`src/tgem_pkg.sv`:
```
/*
  Constants for the edge-to-edge measurement block.
  Assumes a 50 MHz system clock and 32-bit Avalon-MM register access.
*/
`default_nettype none
package tgem_pkg;
  // ----------------------------------------
  // Clocking
  // ----------------------------------------
  localparam int unsigned SYS_HZ = 50_000_000;
  localparam int unsigned CNT_HZ = 12_000_000;
  localparam logic [7:0] TICK_STEP = 8'(CNT_HZ / 1_000_000);
  localparam logic [7:0] TICK_MOD = 8'(SYS_HZ / 1_000_000);
  // ----------------------------------------
  // Register byte offsets
  // ----------------------------------------
  localparam logic [4:0] OFS_CTRL = 5'h00;
  localparam logic [4:0] OFS_STATUS = 5'h04;
  localparam logic [4:0] OFS_TACH0 = 5'h08;
  localparam logic [4:0] OFS_TACH1 = 5'h0c;
  localparam logic [4:0] OFS_GATE = 5'h10;
  // ----------------------------------------
  // Control fields and defaults
  // ----------------------------------------
  localparam int T1_START_LSB = 14;
  localparam int GATE_START_LSB = 12;
  localparam int T1_STOP_LSB = 6;
  localparam int TACH1_SELF_CLEAR_BIT = 4;
  localparam int T0_START_BIT = 3;
  localparam int T0_MODE_BIT = 1;
  localparam int T0_STALE_BIT = 0;
  localparam logic [15:0] CTRL_MASK = 16'hf0db;
  localparam logic [15:0] CTRL_RESET = 16'h0000;
  // ----------------------------------------
  // Status bit positions
  // ----------------------------------------
  localparam int ST_T0_RUN_BIT = 2;
  localparam int ST_T1_RUN_BIT = 3;
  localparam int ST_GATE_RUN_BIT = 4;
  localparam int ST_T0_FRESH_BIT = 5;
  // ----------------------------------------
  // Edge select codes
  // ----------------------------------------
  typedef enum logic [1:0] {
    TGEM_SEL_READY_FALL = 2'b00,
    TGEM_SEL_RESERVED = 2'b01,
    TGEM_SEL_IN_A = 2'b10,
    TGEM_SEL_IN_B = 2'b11
  } tgem_sel_t;
endpackage : tgem_pkg
`default_nettype wire

```
`src/tgem_meas_if.sv`:
```
/*
  Link between the top and one measurement counter.
  Assumes all signals live on the system clock.
*/
`timescale 1ns/1ps
`default_nettype none
interface tgem_meas_if #(parameter int W = 32);
  logic tick;
  logic start;
  logic stop;
  logic push;
  logic self_clear;
  logic restart;
  logic [W-1:0] value;
  logic running;
  logic done;
  modport ctl (output tick, start, stop, push, self_clear, restart,
    input value, running, done);
  modport cnt (input tick, start, stop, push, self_clear, restart,
    output value, running, done);
endinterface : tgem_meas_if
`default_nettype wire

```
`src/tgem_counter.sv`:
```
/*
  One edge-to-edge counter, counting on the 12 MHz tick enable.
  Assumes start and stop pulses are aligned to the tick.
*/
`timescale 1ns/1ps
`default_nettype none
module tgem_counter #(
  parameter int W = 32
) (
  // System
  input wire logic clock,
  input wire logic rst_n,
  // Control link
  tgem_meas_if.cnt m
);
  logic [W-1:0] count;
  logic [W-1:0] next_count;

  assign next_count = (count == {W{1'b1}}) ? count : count + W'(1);

  // ----------------------------------------
  // Running count
  // ----------------------------------------
  always_ff @(posedge clock or negedge rst_n) begin
    if (!rst_n) begin
      count <= '0;
      m.running <= 1'b0;
    end else if (m.tick) begin
      if (m.running && m.stop) begin
        m.running <= m.restart;
        count <= W'(1);
      end else if (m.start) begin
        m.running <= 1'b1;
        count <= W'(1);
      end else if (m.running) begin
        count <= next_count;
      end
    end
  end

  // ----------------------------------------
  // Latched result
  // ----------------------------------------
  always_ff @(posedge clock or negedge rst_n) begin
    if (!rst_n) begin
      m.value <= '0;
      m.done <= 1'b0;
    end else begin
      m.done <= 1'b0;
      if (m.tick && m.running && m.stop) begin
        m.value <= next_count;
        m.done <= 1'b1;
      end else if (m.push && m.self_clear) begin
        m.value <= '0;
      end
    end
  end
endmodule : tgem_counter
`default_nettype wire

```
`src/tgem_measure.sv`:
```
/*
  Tach and gate edge-to-edge measurement with an Avalon-MM register port.
  Assumes pins are asynchronous to clock and sample_push comes from
  logic on clock.
*/
`timescale 1ns/1ps
`default_nettype none
// Overview of operation
// - Gate start code 00 is sample-ready falling, 01 none, 10 gate falling, 11 gate rising.
// - Tach1 start code 00 is sample-ready falling, 01 none, 10 tach rising, 11 tach falling.
// - Tach1 stop code 00 is sample-ready falling, 01 none, 10 tach rising, 11 tach falling.
// - With tach1 self-clear set its reported value drops to zero after each push, or takes the new result if a tach1 measurement ends in that cycle.
// - Control bit 3 picks the tach0 edge, one for falling and zero for rising.
// - Control bit 1 makes tach0 report zero rather than the old result while measuring.
// - Control bit 0 enables the tach0 freshness flag in the result MSB.
// - With the flag enabled a new result shows MSB zero and an unrefreshed one MSB one.
// - With the flag disabled the tach0 result MSB is always zero.
// - Counting runs on a 12 MHz enable and a count N spans N minus one periods.
// - Control settings return to their defaults at every reset.
// - Tach1 start select sits in control bits 15 and 14.
// - Gate start select sits in control bits 13 and 12.
// - Tach1 self-clear sits in control bit 4.
module tgem_measure #(
  parameter int W = 32
) (
  // System
  input wire logic clock,
  input wire logic rst_n,
  // Avalon-MM slave
  input wire logic [4:0] avs_address,
  input wire logic avs_read,
  input wire logic avs_write,
  input wire logic [31:0] avs_writedata,
  input wire logic [3:0] avs_byteenable,
  output logic [31:0] avs_readdata,
  output logic avs_waitrequest,
  // Pins
  input wire logic tach_in,
  input wire logic gate_in,
  input wire logic sample_ready,
  // Sample stream
  input wire logic sample_push,
  output logic stream_valid,
  output logic [W-1:0] stream_tach0,
  output logic [W-1:0] stream_tach1,
  output logic [W-1:0] stream_gate
);
  logic [15:0] ctrl;
  logic [7:0] phase;
  logic tick;
  logic [2:0] sync_a;
  logic [2:0] sync_b;
  logic [2:0] sync_d;
  logic [4:0] edge_now;
  logic [4:0] edge_held;
  logic tach_rise;
  logic tach_fall;
  logic gate_rise;
  logic gate_fall;
  logic ready_fall;
  logic tach0_fresh;
  logic [W-1:0] tach0_word;
  logic [31:0] status_word;
  logic [31:0] next_readdata;
  logic bus_take;
  logic [31:0] wmask;
  tgem_pkg::tgem_sel_t t1_start_sel;
  tgem_pkg::tgem_sel_t t1_stop_sel;
  tgem_pkg::tgem_sel_t gate_start_sel;
  logic tach1_self_clear;
  logic tach0_start_edge_sel;
  logic tach0_interim_mode;
  logic tach0_stale_enable;

  tgem_meas_if #(.W(W)) t0_if ();
  tgem_meas_if #(.W(W)) t1_if ();
  tgem_meas_if #(.W(W)) g_if ();

  // ----------------------------------------
  // Control fields
  // ----------------------------------------
  assign t1_start_sel =
    tgem_pkg::tgem_sel_t'(ctrl[tgem_pkg::T1_START_LSB +: 2]);
  assign gate_start_sel =
    tgem_pkg::tgem_sel_t'(ctrl[tgem_pkg::GATE_START_LSB +: 2]);
  assign t1_stop_sel =
    tgem_pkg::tgem_sel_t'(ctrl[tgem_pkg::T1_STOP_LSB +: 2]);
  assign tach1_self_clear = ctrl[tgem_pkg::TACH1_SELF_CLEAR_BIT];
  assign tach0_start_edge_sel = ctrl[tgem_pkg::T0_START_BIT];
  assign tach0_interim_mode = ctrl[tgem_pkg::T0_MODE_BIT];
  assign tach0_stale_enable = ctrl[tgem_pkg::T0_STALE_BIT];

  // ----------------------------------------
  // 12 MHz count enable
  // ----------------------------------------
  // Fractional divider: 12 ticks in every 50 clocks, never two in a row
  always_ff @(posedge clock or negedge rst_n) begin
    if (!rst_n) begin
      phase <= 8'h00;
      tick <= 1'b0;
    end else if (phase + tgem_pkg::TICK_STEP >= tgem_pkg::TICK_MOD) begin
      phase <= phase + tgem_pkg::TICK_STEP - tgem_pkg::TICK_MOD;
      tick <= 1'b1;
    end else begin
      phase <= phase + tgem_pkg::TICK_STEP;
      tick <= 1'b0;
    end
  end

  // ----------------------------------------
  // Pin synchronisers
  // ----------------------------------------
  always_ff @(posedge clock or negedge rst_n) begin
    if (!rst_n) begin
      sync_a <= 3'h0;
      sync_b <= 3'h0;
    end else begin
      sync_a <= {sample_ready, gate_in, tach_in};
      sync_b <= sync_a;
    end
  end

  // ----------------------------------------
  // Edge detection at the system clock
  // ----------------------------------------
  always_ff @(posedge clock or negedge rst_n) begin
    if (!rst_n) begin
      sync_d <= 3'h0;
    end else begin
      sync_d <= sync_b;
    end
  end

  // Bit order: ready fall, gate fall, gate rise, tach fall, tach rise
  assign edge_now = {~sync_b[2] & sync_d[2], ~sync_b[1] & sync_d[1],
                     sync_b[1] & ~sync_d[1], ~sync_b[0] & sync_d[0],
                     sync_b[0] & ~sync_d[0]};

  // ----------------------------------------
  // Edge hold until the next count enable
  // ----------------------------------------
  // A pin pulse shorter than an enable period is kept, not lost
  always_ff @(posedge clock or negedge rst_n) begin
    if (!rst_n) begin
      edge_held <= 5'h00;
    end else if (tick) begin
      edge_held <= edge_now;
    end else begin
      edge_held <= edge_held | edge_now;
    end
  end

  // One pulse per edge, standing until the enable that consumes it
  assign tach_rise = edge_held[0];
  assign tach_fall = edge_held[1];
  assign gate_rise = edge_held[2];
  assign gate_fall = edge_held[3];
  assign ready_fall = edge_held[4];

  // ----------------------------------------
  // Edge routing
  // ----------------------------------------
  function automatic logic pick_edge(input tgem_pkg::tgem_sel_t sel,
                                     input logic ready_edge,
                                     input logic code_a_edge,
                                     input logic code_b_edge);
    logic r;
    r = 1'b0;
    unique case (sel)
      tgem_pkg::TGEM_SEL_READY_FALL: r = ready_edge;
      tgem_pkg::TGEM_SEL_RESERVED: r = 1'b0;
      tgem_pkg::TGEM_SEL_IN_A: r = code_a_edge;
      tgem_pkg::TGEM_SEL_IN_B: r = code_b_edge;
    endcase
    return r;
  endfunction : pick_edge

  // Tach0 measures period: one edge both ends one interval and starts the next
  assign t0_if.tick = tick;
  assign t0_if.start = tach0_start_edge_sel ? tach_fall : tach_rise;
  assign t0_if.stop = t0_if.start;
  assign t0_if.restart = 1'b1;
  assign t0_if.push = sample_push;
  assign t0_if.self_clear = 1'b0;

  // Tach1 start and stop each pick one of three edges or none
  assign t1_if.tick = tick;
  assign t1_if.start =
    pick_edge(t1_start_sel, ready_fall, tach_rise, tach_fall);
  assign t1_if.stop =
    pick_edge(t1_stop_sel, ready_fall, tach_rise, tach_fall);
  assign t1_if.restart = 1'b0;
  assign t1_if.push = sample_push;
  assign t1_if.self_clear = tach1_self_clear;

  // Gate stop edge is the gate edge opposite to a gate start choice, or either gate edge after a ready-fall start
  assign g_if.tick = tick;
  assign g_if.start =
    pick_edge(gate_start_sel, ready_fall, gate_fall, gate_rise);
  assign g_if.stop =
    pick_edge(gate_start_sel, gate_fall | gate_rise, gate_rise, gate_fall);
  assign g_if.restart = 1'b0;
  assign g_if.push = sample_push;
  assign g_if.self_clear = 1'b0;

  // ----------------------------------------
  // Counters
  // ----------------------------------------
  tgem_counter #(.W(W)) u_tach0 (
    .clock(clock),
    .rst_n(rst_n),
    .m(t0_if)
  );

  tgem_counter #(.W(W)) u_tach1 (
    .clock(clock),
    .rst_n(rst_n),
    .m(t1_if)
  );

  tgem_counter #(.W(W)) u_gate (
    .clock(clock),
    .rst_n(rst_n),
    .m(g_if)
  );

  // ----------------------------------------
  // Tach0 freshness
  // ----------------------------------------
  // A completion in the same cycle as a push keeps the flag set
  always_ff @(posedge clock or negedge rst_n) begin
    if (!rst_n) begin
      tach0_fresh <= 1'b0;
    end else if (t0_if.done) begin
      tach0_fresh <= 1'b1;
    end else if (sample_push) begin
      tach0_fresh <= 1'b0;
    end
  end

  always_comb begin
    tach0_word = t0_if.value;
    if (t0_if.running && tach0_interim_mode && !tach0_fresh) begin
      tach0_word = '0;
    end
    if (tach0_stale_enable) begin
      tach0_word[W-1] = ~tach0_fresh;
    end else begin
      tach0_word[W-1] = 1'b0;
    end
  end

  // ----------------------------------------
  // Sample stream
  // ----------------------------------------
  always_ff @(posedge clock or negedge rst_n) begin
    if (!rst_n) begin
      stream_valid <= 1'b0;
      stream_tach0 <= '0;
      stream_tach1 <= '0;
      stream_gate <= '0;
    end else begin
      // Words taken before a self-clear of the same push
      stream_valid <= sample_push;
      if (sample_push) begin
        stream_tach0 <= tach0_word;
        stream_tach1 <= t1_if.value;
        stream_gate <= g_if.value;
      end
    end
  end

  // ----------------------------------------
  // Register access
  // ----------------------------------------
  assign bus_take = (avs_read || avs_write) && !avs_waitrequest;
  assign wmask = {{8{avs_byteenable[3]}}, {8{avs_byteenable[2]}},
                  {8{avs_byteenable[1]}}, {8{avs_byteenable[0]}}};

  // ----------------------------------------
  // Status word
  // ----------------------------------------
  always_comb begin
    status_word = 32'h00000000;
    status_word[tgem_pkg::ST_T0_RUN_BIT] = t0_if.running;
    status_word[tgem_pkg::ST_T1_RUN_BIT] = t1_if.running;
    status_word[tgem_pkg::ST_GATE_RUN_BIT] = g_if.running;
    status_word[tgem_pkg::ST_T0_FRESH_BIT] = tach0_fresh;
  end

  // ----------------------------------------
  // Wait state
  // ----------------------------------------
  // One wait cycle, then the answer at the edge where waitrequest is low
  always_ff @(posedge clock or negedge rst_n) begin
    if (!rst_n) begin
      avs_waitrequest <= 1'b1;
    end else begin
      avs_waitrequest <= !((avs_read || avs_write) && avs_waitrequest);
    end
  end

  // ----------------------------------------
  // Control register
  // ----------------------------------------
  // Reserved bits are masked off, so they always read zero
  always_ff @(posedge clock or negedge rst_n) begin
    if (!rst_n) begin
      ctrl <= tgem_pkg::CTRL_RESET;
    end else if (bus_take && avs_write && avs_address == tgem_pkg::OFS_CTRL) begin
      ctrl <= ((ctrl & ~wmask[15:0]) | (avs_writedata[15:0] & wmask[15:0]))
              & tgem_pkg::CTRL_MASK;
    end
  end

  // ----------------------------------------
  // Read path
  // ----------------------------------------
  always_comb begin
    next_readdata = 32'h00000000;
    unique case (avs_address)
      tgem_pkg::OFS_CTRL: next_readdata = {16'h0000, ctrl};
      tgem_pkg::OFS_STATUS: next_readdata = status_word;
      tgem_pkg::OFS_TACH0: next_readdata = 32'(tach0_word);
      tgem_pkg::OFS_TACH1: next_readdata = 32'(t1_if.value);
      tgem_pkg::OFS_GATE: next_readdata = 32'(g_if.value);
      default: next_readdata = 32'h00000000;
    endcase
  end

  // Data registered on the wait cycle so it stands at the completing edge
  always_ff @(posedge clock or negedge rst_n) begin
    if (!rst_n) begin
      avs_readdata <= 32'h00000000;
    end else if (avs_read && avs_waitrequest) begin
      avs_readdata <= next_readdata;
    end
  end
endmodule : tgem_measure
`default_nettype wire

```
`config.mk`:
```
export PLATFORM = sky130hd
export DESIGN_NAME = tgem_measure
export DESIGN_NICKNAME = d
export VERILOG_FILES = /design/src/tgem_pkg.sv /design/src/tgem_meas_if.sv /design/src/tgem_counter.sv /design/src/tgem_measure.sv
export SDC_FILE = /design/constraint.sdc
export NUM_CORES = 1
export LEC_CHECK = 0
export BUFFER_PORTS_ARGS = -buffer_cell sky130_fd_sc_hd__buf_2
export CORE_ASPECT_RATIO = 1.5
export CORE_MARGIN = 4
export CORE_UTILIZATION = 40
export CTS_CLUSTER_SIZE = 40
export DETAILED_ROUTE_END_ITERATION = 8
export SETUP_SLACK_MARGIN = 0.05
export SLEW_MARGIN = 5
export SYNTH_ARGS = -nofsm -noshare
export SYNTH_HDL_FRONTEND = slang
export SYNTH_SLANG_ARGS = --single-unit
export TNS_END_PERCENT = 20
```
`constraint.sdc`:
```
create_clock -name clock -period 5.1 [get_ports clock]
set_input_delay 0.255 -clock clock [delete_from_list [all_inputs] [get_ports clock]]
set_output_delay 0.255 -clock clock [all_outputs]
set_load 0.03 [all_outputs]
```
Word-level counts from Yosys, hierarchy flattened. Cells that the tools add are included.

Add/subtract/negate cells: 5. Order comparisons: 1. Equal/unequal tests: 16. Muxes and demuxes: 34. Bitwise logic cells: 17. Reduce and logical (&&, ||, !) cells: 39.

Operators by type and width (number): 32-bit 2-to-1 mux (14); 32-bit one-hot mux with 5 select lines (1); 32-bit by 1-bit adder with 32-bit output (second input constant) (3); 32-bit equality test (second input constant) (3); 16-bit bitwise AND (2); 31-bit 2-to-1 mux (1); 1-bit logical AND (17); 16-bit inverter (1); 16-bit OR (1); 1-bit one-hot mux with 4 select lines (4); 2-bit equality test (second input constant) (6); 1-bit 2-to-1 mux (12); 2-bit AND reduction (6); 5-bit by 4-bit equality test with 1-bit output (second input constant) (2); 2-bit nonzero test (5); 3-bit nonzero test (3); 8-bit by 4-bit adder with 8-bit output (second input constant) (1); 8-bit by 6-bit greater-or-equal comparator with 1-bit output (second input constant) (1); 8-bit 2-to-1 mux (1); 8-bit by 6-bit subtractor with 8-bit output (second input constant) (1); 2-bit by 1-bit equality test with 1-bit output (second input constant) (3); 2-bit logical NOT (3); 1-bit inverter (6); 1-bit bitwise AND (5); other kinds (8) (10).

Flip-flop bits (word level): 359. Input port bits: 49. Output and inout bits: 130.

Logic depth before layout (Yosys ltp).
Word-level depth: 5. Mapped depth: 10.

Modules after synthesis. Synthesis repeated with hierarchy kept, for this count alone.

Cell total of the unflattened synthesis: 1731. Area total of the unflattened synthesis: 17558.1 µm².

By module, submodules not included: tgem_counter (times used 3, cells an instance 372, area an instance 3479.6 µm², seq. area each 1651.6 µm²); tgem_measure (times used 1, cells an instance 615, area an instance 7119.3 µm², seq. area each 4080.2 µm²).

Worst setup path after synthesis. Ideal clock, no wire load.

Kind: register to register. Start point: reg u_tach0.count[0]. End point: reg u_tach0.count[29]. Setup time: 0.069 ns. Arrival: 2.272 ns. Data required time: 5.031 ns. Path slack: 2.759 ns. Stages on the path, launching flop included: 10. Buffers on the path: 2. Period minus slack after synthesis: 2.341 ns. Cells stage by stage: dfrtp_1 -> ha_1 -> and2_2 -> clkbuf_1 -> and4_4 -> buf_6 -> a2111oi_4 -> nand2_2 -> or3_1 -> nand3_1.

Cells in the longest elaborated chain, start to end: 5.

RTL lines: start, declared (RTL line tgem_counter.sv:16) `logic [W-1:0] count;`; start signal, assigned (RTL line tgem_counter.sv:36) `count <= next_count;`; 32-bit by 1-bit adder with 32-bit output / 32-bit equality test (equally long branches) (RTL line tgem_counter.sv:19) `assign next_count = (count == {W{1'b1}}) ? count : count + W'(1);`; 32-bit 2-to-1 mux * (RTL line tgem_counter.sv:19); 32-bit 2-to-1 mux * (RTL line tgem_counter.sv:35) `end else if (m.running) begin`; 32-bit 2-to-1 mux * (RTL line tgem_counter.sv:32) `end else if (m.start) begin`; 32-bit 2-to-1 mux * (RTL line tgem_counter.sv:29) `if (m.running && m.stop) begin`.

Mark *: on every way between the ends. The rest lies on a longest branch, timed or not. The select of a mux whose other input is x is not followed. A chain may end at the register's enable or synchronous reset.

Worst setup path after layout.
Start point: reg u_gate.count[0]. End point: reg u_gate.m.value[6].

Cells in the longest elaborated chain, start to end: 2.

RTL lines: start, declared (RTL line tgem_counter.sv:16); start signal, assigned (RTL line tgem_counter.sv:36); 32-bit by 1-bit adder with 32-bit output / 32-bit equality test (equally long branches) (RTL line tgem_counter.sv:19); 32-bit 2-to-1 mux * (RTL line tgem_counter.sv:19); end signal, assigned (RTL line tgem_counter.sv:51) `m.value <= next_count;`; end, declared (RTL line tgem_meas_if.sv:20) `output value, running, done);`.

Mark *: on every way between the ends. The rest lies on a longest branch, timed or not.

==> impl_metrics.ini <==
[yosys]
synth.distinct_cells = 70
synth_edf_count = 0
yosys_warnings = 0
syn-num-nets = 1695
synthFlopType = dfrtp_1
synth_seq_cells = 358
syn_area_per_cell_um2 = 10.28
ys_seq_area_frac = 0.5321
synth_common_cells = 357 x dfrtp_1, 224 x nand2_1, 196 x o21ai_0, 83 x clkbuf_1, 76 x mux2_2
syn_inst = 1638
synth-async-reset-ratio = 1.000
synth.most_common_cell = dfrtp_1
synth_top_area_cell = dfrtp_1
yosys.area.top_type_share = 0.5305
mappedNetlistArea_um2 = 16840
synth_area_leaders = dfrtp_1 53%, o21ai_0 5.8%, mux2_2 5.1%

[clock_tree]
holdBufCountCts = 16
insertion_delay_ns = 0.54
post-cts-setup-buffer-count = 0
cts_htree_levels = 2
cts_root_buf = clkbuf_16
cts_buffers = 37
cts_buffer_depth = 3
clk_pin_slew_ns = 0.06
clock_sinks = 358
cts_tree = yes
cts_resized = 0

[sta]
period_share = 0.5587
fin_tns_setup_ns = 0
rsz0062_at_grt = no
tightestPinTransition_ns = 1.248
hold_violations = 0
skew_ns = 0.01645
drv_slew = 0
period_needed_ns = 2.849
max_slew_margin = 0.1624
finalSetupViolCount = 0
fmax_mhz = 351.0

[drt]
drtIter0Drc = 1109
antenna_left = 0
viasPerCell = 5.700
drc = 0
num_vias = 13322
wire_per_inst_um = 20.98
wirelength_um = 49040
drtPass1Iterations = 8

[worst_setup_path]
setup.worst_path.class = reg2reg
critPathLaunchType = register
worst_ep_arrival_time_ns = 3.23
end_kind = register
crit_fanout = 11
cp.required_ns = 5.48

[die]
coreArea_um2 = 41330
io_pins = 179
die_h_um = 259.3
fp.dieW_um = 175.5
start_util = 0.4074
fp-row-count = 91
die-area_um2 = 45510

[final_layout]
stdcell_area_um2 = 19380
num_antenna_cells = 0
nFillCells = 3847
syn_to_final_growth_pct = 15.08
drive_gt1_frac = 0.1872
nets = 1813

[global_routing]
grt_antenna_before_repair = 0
grt_usage = 0.2133
grt_pass1_vias = 13117
overflow = 0
grt_max_degree = 136
grt_pass1_wl_um = 76690

[placement]
dp_hpwl_um = 35060
io_buffers = 154
placed_area_um2 = 18010
gp_congestion = 0.8881

[pwr]
p_per_area_nw_per_um2 = 327.5
total_power_mw = 6.346
leakagePower_nw = 8.754
ir_worst_vdd_v = 0.0002059

[min_path]
holdCritPathClass = in2reg

[flow_run]
maxCapViolCount = 0

[status]
status = completed
registers in the layout (all words and copies together) (netlist names), 32 cells and up, named ones only:
signal           count
avs_readdata        32
stream_gate         32
stream_tach0        32
stream_tach1        32
u_gate.count        32
u_gate.m.value      32
u_tach0.count       32
u_tach1.count       32
u_tach1.m.value     32
cells by family after synthesis:
kind of cell / after synthesis / share of synthesized area
AO/OA/AOI/OAI: 464 / 0.1765
multiplexers: 84 / 0.05558
buffers and inverters: 140 / 0.03574
flip-flops: 358 / 0.5321
AND/OR/NAND/NOR: 484 / 0.1421
XOR/XNOR: 100 / 0.05201
adder cells (fa/ha/maj): 8 / 0.005945
metrics by stage:
| stage | hold slack (ns) | worst slack [ns] | utilization | cells |
|---|---|---|---|---|
| after CTS | 0.1144 | 2.248 | 0.4689 | 2337 |
| after detailed placement | 0.3365 | 2.276 | 0.4359 | 2259 |
| after global routing | 0.2026 | 2.037 | 0.4689 | 2337 |
| final | 0.1427 | 2.251 | 0.4689 | 2337 |
| after global placement | 0.3367 | 2.312 | 0.4359 | 2259 |
| after floorplan | -0.04059 | 2.759 | - | 1638 |
critical path: stages (launching register included):
cell and delay, ns:
dfrtp_1 0.44, ha_1 0.48, nand3_1 0.16, nor4_1 0.62, nand3_1 0.37, and3_1 0.32
xnor2_1 0.19, o21ai_0 0.10
report_power, final:
part	switching, mW	leakage (nW)	total [mW]	internal, mW
Combinational	0.329	3.26	0.501	0.172
Clock	1.12	0.593	2.72	1.60
Sequential	0.164	4.90	3.13	2.96
metal layers:
layer	track usage	vias to the layer above	routed length, µm
li1	-	6191	-
met3	0.02418	110	2219
met4	0.09840	0	2404
met5	0	-	0
met1	0.2702	6625	19850
met2	0.3668	396	24560
final timing paths:
kind                                 start  cells after the start                end  slack [ns]
max                        u_gate.count[0]                      7  u_gate.m.value[6]        2.25
min in group asynchronous            rst_n                      2          sync_a[1]        0.39
min                         avs_address[3]                      3   avs_readdata[31]        0.14
max in group asynchronous            rst_n                      3   stream_tach1[28]        3.35
max reg2reg                u_gate.count[0]                      7  u_gate.m.value[6]        2.25
min reg2reg                      sync_a[1]                      0          sync_b[1]        0.35
placed cells by master, fill, tap and decap left out, types with 16 or more instances in the layout:
cell           count
dfrtp_1          357
nand2_1          224
o21ai_0          193
buf_2            153
mux2_2            76
a21oi_1           59
xnor2_1           55
nand3_1           50
a31oi_1           49
xor2_1            45
a22o_1            42
nor2_1            40
nand4_1           40
clkbuf_16         39
a222oi_1          31
inv_1             30
and3_1            22
a21o_1            22
nor3_1            21
buf_4             17
dlygate4sd3_1     16
final cells by class:
type,instances,area (µm²),area share
Sequential cell,358,8960,0.4624
Multi-Input combinational cell,1140,7312,0.3773
Clock buffer,54,1102,0.05688
Timing Repair Buffer,188,1089,0.05617
Tap cell,558,698.2,0.03603
Inverter,31,116.4,0.006005
Clock inverter,8,101.3,0.005230
(Power assumes the default switching activity.)
